<file path="config.mk">
export PLATFORM = sky130hd
export DESIGN_NAME = racpt_top
export DESIGN_NICKNAME = d
export VERILOG_FILES = /design/src/verilog/racpt_pkg.sv /design/src/verilog/racpt_top.sv /design/src/verilog/racpt_ripple.sv
export SDC_FILE = /design/constraint.sdc
export NUM_CORES = 1
export LEC_CHECK = 0
export ABC_CLOCK_PERIOD_IN_PS = 4200
export BUFFER_PORTS_ARGS = -buffer_cell sky130_fd_sc_hd__buf_4
export CAP_MARGIN = 20
export CORE_ASPECT_RATIO = 0.8
export CORE_MARGIN = 4
export CORE_UTILIZATION = 57
export DETAILED_ROUTE_END_ITERATION = 10
export PLACE_DENSITY = 0.84
export SKIP_CTS_REPAIR_TIMING = 1
export SYNTH_ARGS = -nofsm -noshare
export SYNTH_HDL_FRONTEND = slang
export SYNTH_HIERARCHICAL = 1
export SYNTH_SLANG_ARGS = --single-unit
</file>
<file path="constraint.sdc">
create_clock -name core_clk -period 4.2 [get_ports core_clk]
set_input_delay 0.84 -clock core_clk [delete_from_list [all_inputs] [get_ports core_clk]]
set_output_delay 0.84 -clock core_clk [all_outputs]
set_load 0.02 [all_outputs]
</file>
<file path="src/verilog/racpt_pkg.sv">
// Package: register map, field layout and timing constants for the block
package racpt_pkg;
   localparam logic [7:0] RACPT_CFG1_ADDR   = 8'h17;
   localparam int         RACPT_CAL_HI      = 5;
   localparam int         RACPT_CAL_LO      = 4;
   localparam int         RACPT_PO_HI       = 3;
   localparam int         RACPT_PO_LO       = 2;
   localparam logic [1:0] RACPT_CAL_RST     = 2'h0;
   localparam logic [1:0] RACPT_PO_RST      = 2'h1;
   localparam logic [1:0] RACPT_LOW_RST     = 2'h0;
   localparam logic [1:0] RACPT_CAL_NEVER   = 2'h0;
   localparam logic [1:0] RACPT_CAL_ENTER   = 2'h1;
   localparam logic [1:0] RACPT_CAL_LEAVE   = 2'h2;
   localparam logic [1:0] RACPT_CAL_FOURTH  = 2'h3;
   localparam logic [8:0] RACPT_EXP_0       = 9'h001;
   localparam logic [8:0] RACPT_EXP_1       = 9'h010;
   localparam logic [8:0] RACPT_EXP_2       = 9'h040;
   localparam logic [8:0] RACPT_EXP_3       = 9'h100;
   localparam int         RACPT_RIPPLE_BITS = 6;
   localparam logic [1:0] RACPT_LEAVE_WRAP  = 2'h3;

   typedef enum logic [3:0] {
      RACPT_IDLE = 4'h1,
      RACPT_RX   = 4'h2,
      RACPT_TX   = 4'h4,
      RACPT_FSON = 4'h8
   } racpt_radio_t;

   typedef struct packed {
      logic       wr;
      logic       rd;
      logic [7:0] addr;
      logic [7:0] wdata;
   } racpt_reg_req_t;

   function automatic logic [8:0] racpt_expiries(input logic [1:0] sel);
      unique case (sel)
         2'h0: racpt_expiries = RACPT_EXP_0;
         2'h1: racpt_expiries = RACPT_EXP_1;
         2'h2: racpt_expiries = RACPT_EXP_2;
         2'h3: racpt_expiries = RACPT_EXP_3;
      endcase
   endfunction
endpackage

</file>
<file path="src/verilog/racpt_top.sv">
// Auto-calibration selection and power-on timeout for the radio core
// What this block does
// - Setting 0: no automatic calibration; only the strobe calibrates.
// - Setting 1: calibrate on idle to receive, transmit or synth-on.
// - Setting 2: calibrate on receive or transmit back to idle.
// - Setting 3: calibrate on every fourth leave of receive/transmit.
// - Timeout field counts ripple expiries after settling before ready.
// - Timeout 0 needs one expiry, timeout 1 needs sixteen.
// - Timeout 2 needs sixty-four expiries, timeout 3 two hundred fifty-six.
// - Oscillator-settled rises exactly when chip-ready-low falls.
`timescale 1ns/100ps
module racpt_top
   import racpt_pkg::*;
(
   input  wire logic           core_clk,
   input  wire logic           reset_n,
   input  wire racpt_reg_req_t reg_req,
   input  wire logic           crystal_oscillator_stable,
   input  wire racpt_radio_t   radio_state,
   input  wire logic           calibrate_strobe,
   output logic [7:0]          reg_rdata,
   output logic                cal_start,
   output logic                chip_ready_low,
   output logic                oscillator_settled
);
   logic [1:0]   synth_calibration_select_r;
   logic [1:0]   power_on_expiry_select_r;
   logic [1:0]   low_bits_r;
   racpt_radio_t prev_state_r;
   logic [1:0]   leave_cnt_r;
   logic [8:0]   exp_cnt_r;
   logic         done_r;
   logic         expire;
   logic         enter_rf;
   logic         leave_rf;
   logic         auto_cal;

   // Register decode shared by the write and read paths
   function automatic logic cfg_hit(input logic [7:0] addr);
      cfg_hit = addr == RACPT_CFG1_ADDR;
   endfunction

   function automatic logic rf_busy(input racpt_radio_t st);
      rf_busy = st == RACPT_RX || st == RACPT_TX;
   endfunction

   // Register write; low two bits are stored but steer nothing here
   always_ff @(posedge core_clk) begin
      if (!reset_n) begin
         synth_calibration_select_r <= RACPT_CAL_RST;
         power_on_expiry_select_r   <= RACPT_PO_RST;
         low_bits_r                 <= RACPT_LOW_RST;
      end else if (reg_req.wr && cfg_hit(reg_req.addr)) begin
         synth_calibration_select_r <=
            reg_req.wdata[RACPT_CAL_HI:RACPT_CAL_LO];
         power_on_expiry_select_r   <=
            reg_req.wdata[RACPT_PO_HI:RACPT_PO_LO];
         low_bits_r                 <= reg_req.wdata[1:0];
      end
   end

   // Unmapped addresses and unused top bits read as zero
   always_ff @(posedge core_clk) begin
      if (!reset_n) begin
         reg_rdata <= 8'h00;
      end else if (reg_req.rd && cfg_hit(reg_req.addr)) begin
         reg_rdata <= {2'b00, synth_calibration_select_r,
                       power_on_expiry_select_r, low_bits_r};
      end else begin
         reg_rdata <= 8'h00;
      end
   end

   always_ff @(posedge core_clk) begin
      if (!reset_n) begin
         prev_state_r <= RACPT_IDLE;
      end else begin
         prev_state_r <= radio_state;
      end
   end

   assign enter_rf = prev_state_r == RACPT_IDLE &&
                     (rf_busy(radio_state) || radio_state == RACPT_FSON);
   assign leave_rf = rf_busy(prev_state_r) && radio_state == RACPT_IDLE;

   // Counts leaves only in setting 3 so the fourth one is deterministic
   always_ff @(posedge core_clk) begin
      if (!reset_n) begin
         leave_cnt_r <= 2'h0;
      end else if (leave_rf &&
                   synth_calibration_select_r == RACPT_CAL_FOURTH) begin
         leave_cnt_r <= leave_cnt_r + 2'h1;
      end
   end

   always_comb begin
      unique case (synth_calibration_select_r)
         RACPT_CAL_NEVER:  auto_cal = 1'b0;
         RACPT_CAL_ENTER:  auto_cal = enter_rf;
         RACPT_CAL_LEAVE:  auto_cal = leave_rf;
         RACPT_CAL_FOURTH: auto_cal = leave_rf &&
                              leave_cnt_r == RACPT_LEAVE_WRAP;
      endcase
   end

   always_ff @(posedge core_clk) begin
      if (!reset_n) begin
         cal_start <= 1'b0;
      end else begin
         cal_start <= calibrate_strobe || auto_cal;
      end
   end

   racpt_ripple u_ripple (
      .core_clk (core_clk),
      .reset_n  (reset_n),
      .run      (crystal_oscillator_stable && !done_r),
      .expire   (expire)
   );

   // Oscillator loss clears the count so each start waits in full
   always_ff @(posedge core_clk) begin
      if (!reset_n || !crystal_oscillator_stable) begin
         exp_cnt_r <= 9'h000;
         done_r    <= 1'b0;
      end else if (expire && !done_r) begin
         exp_cnt_r <= exp_cnt_r + 9'h001;
         if (exp_cnt_r + 9'h001 ==
             racpt_expiries(power_on_expiry_select_r)) begin
            done_r <= 1'b1;
         end
      end
   end

   // Both indications share one flop source so they move together
   always_ff @(posedge core_clk) begin
      if (!reset_n) begin
         chip_ready_low     <= 1'b1;
         oscillator_settled <= 1'b0;
      end else begin
         chip_ready_low     <= !done_r;
         oscillator_settled <= done_r;
      end
   end
endmodule

</file>
<file path="src/verilog/racpt_ripple.sv">
// Six-bit ripple counter that pulses once per expiry
`timescale 1ns/100ps
module racpt_ripple
   import racpt_pkg::*;
#(
   parameter int W = RACPT_RIPPLE_BITS
) (
   input  wire logic core_clk,
   input  wire logic reset_n,
   input  wire logic run,
   output logic      expire
);
   logic [W-1:0] cnt_r;

   always_ff @(posedge core_clk) begin
      if (!reset_n || !run) begin
         cnt_r <= '0;
      end else begin
         cnt_r <= cnt_r + 1'b1;
      end
   end

   assign expire = run && (cnt_r == {W{1'b1}});
endmodule

</file>
# Word level (Yosys, flattened, before mapping)
# Index checks and enable logic that the tools add are counted.
[totals] regBits=39 inputBits=26 output_inout_bits=11 wordCells=60
[classes] addsub=3 n_eq_ne=17 n_mux=4 n_reduce_logical=23
[op_table] operator="one-hot mux 9 bit (4 select lines)" count=1
[op_table] operator="two-way mux 9 bit" count=2
[op_table] operator="equality test 2 bit (second input constant)" count=5
[op_table] operator="adder 9 x 1 -> 9 bit (second input constant)" count=1
[op_table] operator="equality test 9 bit" count=1
[op_table] operator="logical AND 1 bit" count=9
[op_table] operator="equality test 4 x 1 -> 1 bit (second input constant)" count=2
[op_table] operator="equality test 4 x 2 -> 1 bit (second input constant)" count=2
[op_table] operator="equality test 4 x 3 -> 1 bit (second input constant)" count=2
[op_table] operator="equality test 8 x 5 -> 1 bit (second input constant)" count=1
[op_table] operator="adder 6 x 1 -> 6 bit (second input constant)" count=1
[op_table] operator="equality test 6 bit (second input constant)" count=1
[op_table] operator="logical OR 1 bit" count=6
[op_table] operator="equality test 2 x 1 -> 1 bit (second input constant)" count=2
[op_table] operator="equality test 4 bit (second input constant)" count=1
[op_table] operator="zero test 1 bit" count=4
[op_table] operator="zero test 2 bit" count=2
[op_table] operator="one-hot mux 1 bit (4 select lines)" count=1
[op_table] operator="AND reduction 2 bit" count=2
[op_table] operator="adder 2 x 1 -> 2 bit (second input constant)" count=1

# Depth between registers and ports, before layout
[depth] depth_word=8 mapped_depth=8 mapped_depth_nobuf=8

# By module
# Netlist, hierarchy kept.
[by_module_without_submodules] module="racpt_top" instances=1 cells_each=157 area_each_um2=1408.9 seq_area_each_um2=620.6
[by_module_without_submodules] module="racpt_ripple" instances=1 cells_each=25 area_each_um2=227.7 seq_area_each_um2=120.1

# Worst setup path after synthesis
# No wires, ideal clock.
[synth_path] kind="in2reg" startpoint="input crystal_oscillator_stable" endpoint="register exp_cnt_r[5]" setup_time_ns=0.124 t_arrival_ns=1.904 t_required_ns=4.076 setup_slack_ns=2.172 path_stages=8 path_buffers=0 cell_sequence="nor2b_1 > nand3_1 > nor2_1 > nand2b_1 > or2_2 > nor2_1 > xnor2_1 > nor2_1"
[synth_via] elab_chain_len=3 elab_cells_between_ends=5 cone_classes="reduce/logical (5)"
[synth_lines] item="start: declaration" line="racpt_top.sv:18" source="input wire logic crystal_oscillator_stable,"
[synth_lines] item="logical AND 1 bit" line="racpt_top.sv:117" source=".run (crystal_oscillator_stable && !done_r),"
[synth_lines] item="logical AND 1 bit" line="racpt_ripple.sv:23" source="assign expire = run && (cnt_r == {W{1'b1}});"
[synth_lines] item="via expire" line="racpt_top.sv:33" source="logic expire;"
[synth_lines] item="logical AND 1 bit" line="racpt_top.sv:126" source="end else if (expire && !done_r) begin"
[synth_lines] item="end signal: assignment" line="racpt_top.sv:127" source="exp_cnt_r <= exp_cnt_r + 9'h001;"
[synth_lines] item="end: declaration" line="racpt_top.sv:31" source="logic [8:0] exp_cnt_r;"
# The timed path passes the listed nets, and every way through them passes these cells.
# A chain may end at the register's enable or synchronous reset.

# Worst setup path in the final report
[layout_path] startpoint="input crystal_oscillator_stable" endpoint="register exp_cnt_r[8]"
# Same word-level chain as after synthesis.

==> out/results.tsv <==
metric	value	unit
status	complete, no violations	
crit_path_max_fanout	6	
syn_area_per_cell	8.992	sq um
grt_pass1_wl	5.347	mm
startpoint_type	input pin	
setup_violations	0	
finalSetupTns	0	ps
cts.sinks	37	
final_layout_size_suffix_gt1_share	19.16	%
post_dp_cell_area	0.001879	sq mm
via_count	1326	
cts_made_buffers	5	
cts_buffer_depth	2	
finalCritPeriodShare	47.62	%
cp-end-kind	flop	
drc	0	
syn_area	0.001637	sq mm
rsz0062_at_grt	false	
synthTopCellsByArea	dfxtp_1 (45%), xnor2_1 (5.9%), xor2_1 (5.4%), nor2_1 (5.3%), mux2i_1 (4.9%)	
synthesis.instances	182	
synth_warnings	6	
h-tree-depth	2	
n_fill_cell	199	
ir_drop	0.1530	mV
rows	17	
stdcell_area	0.001934	sq mm
diodes	0	
p_leak	0.0008137	uW
synth_edf_count	0	
vias_per_cell	5.262	
setup_ws	2200	ps
yosysTopAreaCell	dfxtp_1	
dr.pass1.iters	4	
maxSlewViolCount	0	
grt_overflow	0	
antenna_left	0	
synth_flop_cell	dfxtp_1	
place.detailed.hpwl	2.405	mm
max_cap_viol_count	0	
portBuffers	32	
synth_commonest_cells	dfxtp_1 (37), nor2_1 (23), nand2_1 (15)	
worstPathArrival	2230	ps
wire_per_inst	12.92	um
critPathKind	input pin to flop	
min_period	2000	ps
fin_skew	9.674	ps
start_util	59.64	%
routed_wl	3.256	mm
io_pins	37	
cts_tree	done	
min_path_type	flop to flop	
area_growth	18.20	%
dieArea	0.003798	sq mm
clkTransAtPathRegs	100	ps
drtIter0Drc	83	
finalHoldViolations	0	
die_h	55.93	um
required	4430	ps
grt_util_all_layers	18.67	%
place_ws	1855	ps
synth_seq_cells	37	
synth_cell_type_count	39	
ys_seq_area_share	45.26	%
gp_congestion	0.8315	
die_w	67.91	um
clock_latency	340	ps
synth_top_area_share	45.26	%
ctsRootBufferMaster	clkbuf_4	
antenna_found_initial	0	
core	0.002744	sq mm
grt_pass1_vias	1272	
grt_max_degree	14	
power_density	297.8	mW/mm^2
fmax	500.0	MHz
synth_most_common_cell	dfxtp_1	
finalNetCount	243	
synth_async_sr_flop_share	0	%
## placed cells by master, fill, tap and decap left out, types with 3 or more instances in the layout
| master | netlist | routed |
|---|---|---|
| xor2_1 | 10 | 10 |
| and2_1 | 10 | 10 |
| xnor2_1 | 11 | 11 |
| nor2b_1 | 4 | 4 |
| nor2_1 | 23 | 23 |
| o21ai_0 | 5 | 5 |
| inv_1 | 5 | 5 |
| nor4_1 | 3 | 3 |
| buf_4 | 2 | 32 |
| dfxtp_1 | 37 | 37 |
| nand2b_1 | 3 | 3 |
| nand2_1 | 15 | 15 |
| nand3_1 | 8 | 8 |
| clkbuf_4 | 0 | 5 |
| mux2i_1 | 8 | 8 |
| ha_1 | 3 | 3 |
| a21oi_1 | 4 | 4 |
| and3_1 | 3 | 3 |
## state kept, by name, summed over array words and instances, names as in the netlist
signal,cells
chip_ready_low,1
low_bits_r,2
oscillator_settled,1
cal_start,1
leave_cnt_r,2
prev_state_r,4
exp_cnt_r,9
power_on_expiry_select_r,2
u_ripple/cnt_r,6
done_r,1
reg_rdata,6
synth_calibration_select_r,2
## path summary, 6_finish.rpt
| kind | slack, ps | depth (start not counted) | start | to |
|---|---|---|---|---|
| worst max-delay path | 2200 | 9 | crystal_oscillator_stable | exp_cnt_r[8] |
| worst max register to register | 2360 | 8 | u_ripple/cnt_r[0] | exp_cnt_r[8] |
| worst min-delay path | 480 | 1 | low_bits_r[1] | reg_rdata[1] |
| worst min register to register | 480 | 1 | low_bits_r[1] | reg_rdata[1] |
## metal layers
layer | share of wire (%) | global-route usage (%)
met5 | 0 | 0
met4 | 1.7 | 8.782
met3 | 7.1 | 5.859
met2 | 44 | 28.02
met1 | 47 | 24.09
## where the power goes
group,leakage [uW],internal [uW],switching (uW),total (uW)
combinational,0.000483,18.9,14.7,33.7
sequential,0.000300,354,2.60,357
clock,0.0000314,79.0,107,186
## metrics by stage
step	power [uW]	utilization [%]	hold slack, ps	std cells
detailed placement	398.4	68.49	457.7	245
CTS	580.1	70.50	483.4	252
global placement	396.3	68.49	447.6	245
floorplan	377.5	-	429.5	183
finish	576.0	70.50	476.4	252
global route	600.2	70.50	507.0	252
## worst max-delay path, stage by stage
cell and delay (ps):
buf_4 90, nor2b_1 200, nand3_1 110, nor2_1 140
nand2b_1 170, nor3_1 340, nand3_1 140, xor2_1 140
nor2_1 50
## cell families (layout without fill, tap and decap cells)
family,after synthesis,in the layout,share of synthesized area (%)
and+or+nand+nor,82,82,25.77
DFF,37,37,45.26
xor gates and xnor gates,21,21,11.24
AOI/OAI and AO/OA,17,17,6.192
buffers and inverters,13,44,4.128
muxes,8,8,4.893
adders and majority gates,3,3,2.294
other,1,2,0.2291
## cell type report
| type | instances | area [sq um] | share of cell area (%) |
|---|---|---|---|
| tap | 38 | 47.55 | 2.458 |
| clock buffer | 7 | 55.05 | 2.846 |
| inverter | 5 | 18.77 | 0.9702 |
| sequential | 37 | 740.7 | 38.29 |
| multi-input combinational | 133 | 832.0 | 43.01 |
| timing repair buffer | 32 | 240.2 | 12.42 |
Note: power is estimated with default switching activity, not from simulation.
